===== config.mk =====
export PLATFORM = sky130hd
export DESIGN_NAME = iwd_card_control
export DESIGN_NICKNAME = d
export VERILOG_FILES = /design/src/logic/iwd_pkg.sv /design/src/logic/iwd_card_control.sv
export VERILOG_INCLUDE_DIRS = /design/src /design/src/logic
export SDC_FILE = /design/constraint.sdc
export NUM_CORES = 1
export LEC_CHECK = 0
export ABC_AREA = 1
export BUFFER_PORTS_ARGS = -buffer_cell sky130_fd_sc_hd__buf_2
export CAP_MARGIN = 20
export CORE_MARGIN = 2
export CORE_UTILIZATION = 30
export DETAILED_ROUTE_END_ITERATION = 16
export SYNTH_ARGS = -nofsm -noshare
export SYNTH_HDL_FRONTEND = slang
export SYNTH_SLANG_ARGS = --single-unit
export TNS_END_PERCENT = 100

===== constraint.sdc =====
create_clock -name CLK_SYS -period 2.2 [get_ports CLK_SYS]
set_clock_uncertainty 0.05 [all_clocks]
set_input_delay 0.44 -clock CLK_SYS [delete_from_list [all_inputs] [get_ports CLK_SYS]]
set_output_delay 0.44 -clock CLK_SYS [all_outputs]
set_load 0.005 [all_outputs]

===== src/logic/iwd_defs.svh =====
// Operation
// The card answers only I/O cycles whose address lies in one 32-byte block aligned to a 32-byte boundary.
// Base address bits 15..5 come from the switch banks, upper bank for 15..8 and lower bank for 7..5, with a switch on giving a zero.
// A read at offset 11 returns the status byte with four flags in the low nibble and the upper nibble don't-care.
// Status flags are active high: bit 3 unipolar, bit 2 all analog outputs enabled, bit 1 converter busy, bit 0 fourth flag.
// Any write to offset 11 resets this card only, whatever the data.
// The bus system reset resets the whole card with the same effect as a soft reset.
// Either reset disables the watchdog and analog outputs, clears encoder counters, selects encoder mode 0 and turns relays off.
// The fault indicator is on only while a system or local reset is in progress.
// An enabled watchdog does not time out sooner than 630 ms after enable or the latest refresh.
// The host refreshes an enabled watchdog at intervals of no more than 630 ms.
// The host makes the first refresh within 630 ms of enabling the watchdog.
// A write to offset 12 loads the watchdog enable from data bit 0 and the analog output enable from data bit 1.
// The host writes the analog output enable with its intended value whenever it changes the watchdog enable.
// Any write to offset 15 restarts the watchdog interval, whatever the data.
// On timeout the watchdog drives an active-low reset output for the system reset input.
// The timeout output is a low pulse of fixed width, after which the watchdog stays disabled until software enables it.
// The interval is counted from a free-running local time base, cleared on enable, refresh and any reset.
`ifndef IWD_DEFS_SVH
`define IWD_DEFS_SVH

`define IWD_BLOCK_BITS 5
`define IWD_OFS_STATUS 5'h0B
`define IWD_OFS_SOFT_RESET 5'h0B
`define IWD_OFS_CONTROL 5'h0C
`define IWD_OFS_REFRESH 5'h0F
`define IWD_CTRL_WDOG_BIT 0
`define IWD_CTRL_DAC_BIT 1
`define IWD_CLK_HZ 25000000
`define IWD_TIMEOUT_MS 630
`define IWD_TICK_US 1000
`define IWD_TICK_CYCLES ((`IWD_CLK_HZ / 1000000) * `IWD_TICK_US)
`define IWD_TIMEOUT_TICKS `IWD_TIMEOUT_MS
`define IWD_SOFT_RESET_CYCLES 16
`define IWD_WDOG_PULSE_CYCLES 250

`endif


===== src/logic/iwd_pkg.sv =====
package iwd_pkg;

    typedef struct packed {
        logic [15:0] addr;
        logic [7:0] data;
        logic rd;
        logic wr;
    } iwd_bus_type;

    typedef struct packed {
        logic adc_unipolar_flag;
        logic adc_converting_flag;
        logic fourth_status_flag;
    } iwd_flags_type;

    typedef enum logic [1:0] {
        IWD_IDLE,
        IWD_RUN,
        IWD_FIRE
    } iwd_wdog_state_type;

endpackage


===== src/logic/iwd_card_control.sv =====
`timescale 1ns/1ps
`default_nettype none
`include "iwd_defs.svh"

module iwd_card_control
    import iwd_pkg::*;
#(
    parameter int unsigned TICK_CYCLES = `IWD_TICK_CYCLES,
    parameter int unsigned TIMEOUT_TICKS = `IWD_TIMEOUT_TICKS,
    parameter int unsigned PULSE_CYCLES = `IWD_WDOG_PULSE_CYCLES,
    parameter int unsigned SOFT_RESET_CYCLES = `IWD_SOFT_RESET_CYCLES
) (
    input wire logic CLK_SYS,
    input wire logic RESET_N,
    input wire logic ISA_RESET,
    input wire logic [15:0] ISA_ADDR,
    input wire logic [7:0] ISA_DATA_IN,
    input wire logic ISA_IOR_N,
    input wire logic ISA_IOW_N,
    input wire logic [7:0] UPPER_ADDRESS_SWITCH_BANK,
    input wire logic [2:0] LOWER_ADDRESS_SWITCH_BANK,
    input wire logic ADC_UNIPOLAR_FLAG,
    input wire logic ADC_CONVERTING_FLAG,
    input wire logic FOURTH_STATUS_FLAG,
    output logic [7:0] ISA_DATA_OUT,
    output logic ISA_DATA_OE,
    output logic CARD_RESET,
    output logic FAULT_LED,
    output logic DAC_OUTPUT_ENABLE,
    output logic WATCHDOG_ENABLED,
    output logic TIMEOUT_RESET_CONNECTOR_N
);

    initial begin
        if (TICK_CYCLES < 1) begin
            $error("iwd_card_control: TICK_CYCLES must be at least 1");
        end
        if (TIMEOUT_TICKS < 2) begin
            $error("iwd_card_control: TIMEOUT_TICKS must be at least 2");
        end
        if (PULSE_CYCLES < 1) begin
            $error("iwd_card_control: PULSE_CYCLES must be at least 1");
        end
        // The soft reset count is held in sixteen bits
        if (SOFT_RESET_CYCLES < 1 || SOFT_RESET_CYCLES > 16'hFFFF) begin
            $error("iwd_card_control: SOFT_RESET_CYCLES out of range");
        end
    end

    typedef struct packed {
        logic [2:0] isa_reset_sync;
        logic isa_reset_level;
        logic [2:0] ior_sync;
        logic [2:0] iow_sync;
        logic iow_seen;
        logic ior_seen;
        logic [15:0] addr_q;
        logic [7:0] data_q;
        logic [10:0] base_q;
        logic [2:0] flag_sync0;
        logic [2:0] flag_sync1;
        iwd_flags_type flags;
        iwd_flags_type flags_stable;
        logic [7:0] data_out;
        logic data_oe;
        logic [15:0] soft_count;
        logic card_reset;
        logic fault_led;
        logic dac_enable;
        iwd_wdog_state_type wstate;
        logic [31:0] tick_count;
        logic [31:0] wdog_ticks;
        logic [31:0] pulse_count;
        logic wdog_out_n;
        logic wdog_enabled;
    } iwd_state_type;

    iwd_state_type state;
    iwd_state_type next_state;

    // Level follows the last two stages only once they agree
    function automatic logic settled(input logic [2:0] s, input logic held);
        settled = (s[1] == s[2]) ? s[2] : held;
    endfunction

    function automatic logic hit(input logic [15:0] a, input logic [10:0] base, input logic [4:0] ofs);
        hit = (a[15:`IWD_BLOCK_BITS] == base) && (a[4:0] == ofs);
    endfunction

    logic sys_reset;
    logic rd_edge;
    logic wr_edge;
    logic any_reset;

    always_comb begin
        sys_reset = settled(state.isa_reset_sync, state.isa_reset_level);
        rd_edge = settled(state.ior_sync, state.ior_seen) && !state.ior_seen;
        wr_edge = settled(state.iow_sync, state.iow_seen) && !state.iow_seen;
        any_reset = sys_reset || state.soft_count != 16'h0000;
    end

    always_comb begin
        next_state = state;
        next_state.isa_reset_sync = {state.isa_reset_sync[1:0], ISA_RESET};
        next_state.isa_reset_level = sys_reset;
        next_state.ior_sync = {state.ior_sync[1:0], ~ISA_IOR_N};
        next_state.iow_sync = {state.iow_sync[1:0], ~ISA_IOW_N};
        next_state.ior_seen = settled(state.ior_sync, state.ior_seen);
        next_state.iow_seen = settled(state.iow_sync, state.iow_seen);
        next_state.addr_q = ISA_ADDR;
        next_state.data_q = ISA_DATA_IN;
        next_state.base_q = ~{UPPER_ADDRESS_SWITCH_BANK, LOWER_ADDRESS_SWITCH_BANK};
        next_state.flag_sync0 = {ADC_UNIPOLAR_FLAG, ADC_CONVERTING_FLAG, FOURTH_STATUS_FLAG};
        next_state.flag_sync1 = state.flag_sync0;
        next_state.flags = state.flag_sync1;
        // Status flags count once the second and third stages agree
        if (state.flag_sync1 == 3'(state.flags)) begin
            next_state.flags_stable = state.flags;
        end

        // Status read drives the bus while the read strobe lasts
        if (rd_edge && hit(state.addr_q, state.base_q, `IWD_OFS_STATUS)) begin
            next_state.data_out = {4'h0, state.flags_stable.adc_unipolar_flag, state.dac_enable,
                state.flags_stable.adc_converting_flag, state.flags_stable.fourth_status_flag};
            next_state.data_oe = 1'b1;
        end else if (!settled(state.ior_sync, state.ior_seen)) begin
            next_state.data_oe = 1'b0;
        end

        if (state.soft_count != 16'h0000) begin
            next_state.soft_count = state.soft_count - 16'h0001;
        end
        if (wr_edge && hit(state.addr_q, state.base_q, `IWD_OFS_SOFT_RESET)) begin
            next_state.soft_count = 16'(SOFT_RESET_CYCLES);
        end
        next_state.card_reset = any_reset;
        next_state.fault_led = any_reset;

        // Free-running local tick that paces the watchdog interval
        next_state.tick_count = (state.tick_count >= TICK_CYCLES - 1) ? 32'h0 : state.tick_count + 32'h1;
        if (state.tick_count >= TICK_CYCLES - 1 && state.wdog_ticks != 32'hFFFFFFFF) begin
            next_state.wdog_ticks = state.wdog_ticks + 32'h1;
        end

        case (state.wstate)
            IWD_IDLE: begin
                next_state.wdog_out_n = 1'b1;
            end
            IWD_RUN: begin
                // Fires one tick after TIMEOUT_TICKS whole ticks, as the tick restarts at zero
                if (state.wdog_ticks >= TIMEOUT_TICKS + 1) begin
                    next_state.wstate = IWD_FIRE;
                    next_state.wdog_out_n = 1'b0;
                    next_state.pulse_count = 32'(PULSE_CYCLES - 1);
                end
            end
            IWD_FIRE: begin
                if (state.pulse_count == 32'h0) begin
                    next_state.wstate = IWD_IDLE;
                    next_state.wdog_out_n = 1'b1;
                end else begin
                    next_state.pulse_count = state.pulse_count - 32'h1;
                end
            end
            default: begin
                next_state.wstate = IWD_IDLE;
            end
        endcase

        // A refresh while disabled or firing is ignored
        if (wr_edge && hit(state.addr_q, state.base_q, `IWD_OFS_REFRESH) && state.wstate == IWD_RUN) begin
            next_state.wdog_ticks = 32'h0;
            next_state.tick_count = 32'h0;
        end
        if (wr_edge && hit(state.addr_q, state.base_q, `IWD_OFS_CONTROL)) begin
            next_state.dac_enable = state.data_q[`IWD_CTRL_DAC_BIT];
            if (state.data_q[`IWD_CTRL_WDOG_BIT]) begin
                if (state.wstate == IWD_IDLE) begin
                    next_state.wstate = IWD_RUN;
                    next_state.wdog_ticks = 32'h0;
                    next_state.tick_count = 32'h0;
                end
            end else if (state.wstate == IWD_RUN) begin
                next_state.wstate = IWD_IDLE;
            end
        end

        // Either reset overrides any control or refresh write in the same cycle
        if (any_reset) begin
            next_state.wstate = IWD_IDLE;
            next_state.dac_enable = 1'b0;
            next_state.wdog_ticks = 32'h0;
            next_state.tick_count = 32'h0;
            next_state.wdog_out_n = 1'b1;
            next_state.data_oe = 1'b0;
        end
        // Registered so the enable output comes straight from a flip-flop
        next_state.wdog_enabled = next_state.wstate == IWD_RUN;
    end

    always_ff @(posedge CLK_SYS or negedge RESET_N) begin
        if (!RESET_N) begin
            state <= '0;
            state.wdog_out_n <= 1'b1;
            state.wstate <= IWD_IDLE;
        end else begin
            state <= next_state;
        end
    end

    always_comb begin
        ISA_DATA_OUT = state.data_out;
        ISA_DATA_OE = state.data_oe;
        CARD_RESET = state.card_reset;
        FAULT_LED = state.fault_led;
        DAC_OUTPUT_ENABLE = state.dac_enable;
        WATCHDOG_ENABLED = state.wdog_enabled;
        TIMEOUT_RESET_CONNECTOR_N = state.wdog_out_n;
    end

endmodule

`default_nettype wire


==> results.toml <==
[status]
status = "complete, no violations"

[power]
p_leak_nw = 5.05
ir_drop_mv = 0.477
power_mw = 7.45
p_per_area_nw_per_um2 = 708

[synthesis]
syn_avg_cell_area_um2 = 8.07
synth_cells = 1078
synthSimpleGateAreaFrac = 0.297
yosysWarnings = 0
synthAdderAreaFrac = 0.0150
synth_top_area_frac = 0.504
synth-seq-cells = 176
synth_top_area_cell = "dfrtp_1"
netlist_area_um2 = 8700
synth_cell_type_count = 41
synthTopCellsByArea = "dfrtp_1 (50%), nand2_1 (11%), nor2_1 (8.1%), inv_1 (5.5%), nand3_1 (4.0%)"
synth_compound_area_frac = 0.0557
synth_mux_area_frac = 0.00245
ys_seq_area_frac = 0.507
synth_xor_area_frac = 0.0483
synth_top_family_by_area = "simple AND/OR/NAND/NOR gates"

[clock_network]
cts_tree = "yes"
clockBufferDepth = 2
path_clk_slew_ns = 0.08
cts_root_buffer = "clkbuf_16"
htree_num_levels = 4
clock_sinks = 176
numCtsBuffers = 17
clk-insertion-delay-late_ns = 0.44

[global_route]
grt_max_degree = 53
grt_pass1_vias = 6646
grt_pass1_wl_mm = 31.0
antenna_found_initial = 0
grt_usage = 0.125
overflow = 0

[setup_path]
r2r-end = "state[51]"
path_cells = "inv_2, ha_4, nand2_4, nor2_4, inv_4, nor3_4, nand3_2, nor2_4, nand2_2, nor2_4, buf_12, buf_12, o21ai_2, nor2_1"
start_kind = "flip-flop"
cp-end-kind = "flip-flop"
regToRegSetupSlack_ns = 0.07
reg2reg_depth = 14
crit_arrival_ns = 2.44
cp_slowest_cell = "dfrtp_1"
cp_max_fo = 7
max_stage_delay_ns = 0.38
reg2reg_from = "state[104]"
crit_type = "flip-flop to flip-flop"
crit_top_cell = "nor2_4"
cp_data_required_time_ns = 2.51

[cells_and_area]
finish.utilization = 0.368
final_cell_mix = "nand2_1 (243), nor2_1 (179), dfrtp_1 (175)"
synthToLayoutAreaGrowth_pct = 21.1
layout_commonest_cell = "nand2_1"
multiInputGateArea_um2 = 3920
seqCellArea_um2 = 4410
n_fill_cell = 2920
layout-drive-gt1-share = 0.156
nNetsFinal = 1228
num_antenna_cells = 0

[die]
die_area_um2 = 30400
fp.coreArea_um2 = 28600
dieWidth_um = 174
pin_count = 57
initial_core_util = 0.304
num_rows = 62
die_h_um = 174

[placement]
place.gp.congestion = 0.848
portBuffers = 46
dpl.hpwl_mm = 13.3

[detailed_routing]
wl_per_cell_um = 11.7
drt_iter0_drc = 408
first_pass_iters = 7
viasPerCell = 4.45
ant_nets = 0
vias = 7004
finalWirelength_mm = 18.4
drc = 0

[sta]
min_period_ns = 2.13
tns_ns = 0
period_share = 0.969
slew_violations = 0
rsz0062_at_grt = "true"
setup_viol_count_final = 0
hold_violations = 0
fmax_ghz = 0.469

[hold_path]
hold_path_depth = 1
whs_endpoint = "state[169]"
min_path_type = "input pin to flip-flop"
worstHoldStart = "ISA_ADDR[10]"

[flow_run]
drv_cap = 0
[what timing repair did]
item | 4_1_cts | 5_1_grt
buffers inserted | 0 | 4
gates resized for setup | 1 | 76
cloned | 0 | 2
setup endpoints to repair | 1 | 65
hold buffers | 1 | 0
endpoints found under the hold margin | 42 | 0
pin swaps | 0 | 25
[cell families after synthesis]
kind of cell / after synthesis
adders and majority gates: 11
AOI/OAI and AO/OA: 83
and+or+nand+nor: 601
muxes: 2
other: 1
buffers and inverters: 156
DFF: 176
xor gates and xnor gates: 48
[critical path: cells and delay by family, from the launching register on]
| family | cells | cell delay [ns] |
|---|---|---|
| compound gates | 1 | 0.05 |
| fa+ha+maj | 1 | 0.16 |
| simple gates | 8 | 0.97 |
| flops | 1 | 0.38 |
| buf+inv | 4 | 0.44 |
[stage by stage]
step | worst slack, ns | std cells | hold slack, ns | area, um2
after global routing | -0.0553 | 1574 | 0.0302 | 10500
after global placement | 0.0494 | 1535 | 0.284 | 9610
after CTS | 0.0176 | 1568 | 0.0262 | 10200
after floorplan | 0.271 | 1098 | 0.0944 | 8770
after detailed placement | -0.00881 | 1535 | 0.285 | 9610
final | 0.0692 | 1574 | 0.0489 | 10500
[per-layer routing]
metal / GRT usage / share of wire / up-vias
met5: 0 / 0 / -
met4: 0.0480 / 0.022 / 0
met3: 0.0245 / 0.029 / 29
met2: 0.205 / 0.48 / 101
met1: 0.162 / 0.47 / 3266
li1: - / - / 3608
[Yosys cell counts (all sizes together)]
cell type,instances
nor3,18
mux2i,1
and2,1
nand3,72
a21oi,24
ha,8
o21ai,34
nand2,261
nor3b,6
maj3,3
nor2b,1
a211o,1
nand3b,8
clkinv,1
o211ai,1
mux2,1
o21bai,3
a211oi,4
buf,22
nand4,32
dfstp,1
inv,131
o31ai,12
conb,1
a31o,4
nor4,5
dfrtp,175
nor2,193
clkbuf,2
xnor2,14
or2,4
xor2,34
[how the worst max path moves through the flow]
stage / start / end / cells past startpoint
global route: state[104] / state[51] / 14
floorplan: state[103] / state[64] / 14
finish: state[104] / state[51] / 14
global placement: state[103] / state[48] / 13
detailed placement: state[103] / state[51] / 13
CTS: state[103] / state[78] / 12
[final cells by class]
class                   count  share of cell area
flip-flops and latches    176               0.418
multi-input cells         766               0.372
repair buffers             83              0.0592
inverters                 132              0.0477
well taps                 384              0.0456
clock buffers              17              0.0404
clock inverters            15              0.0158
repair inverters            1            0.000713
[flip-flops by register name, indices dropped and copies added, names as in the netlist]
| name | cells |
|---|---|
| state | 155 |
| next_state | 12 |
| ISA_DATA_OUT | 4 |
| DAC_OUTPUT_ENABLE | 1 |
| FAULT_LED | 1 |
| ISA_DATA_OE | 1 |
| TIMEOUT_RESET_CONNECTOR_N | 1 |
| WATCHDOG_ENABLED | 1 |
[power breakdown]
part / switching, mW / internal [mW]
Sequential: 0.204 / 3.46
Clock: 1.47 / 1.53
Combinational: 0.449 / 0.342
Note: power is estimated with default switching activity, not from simulation.
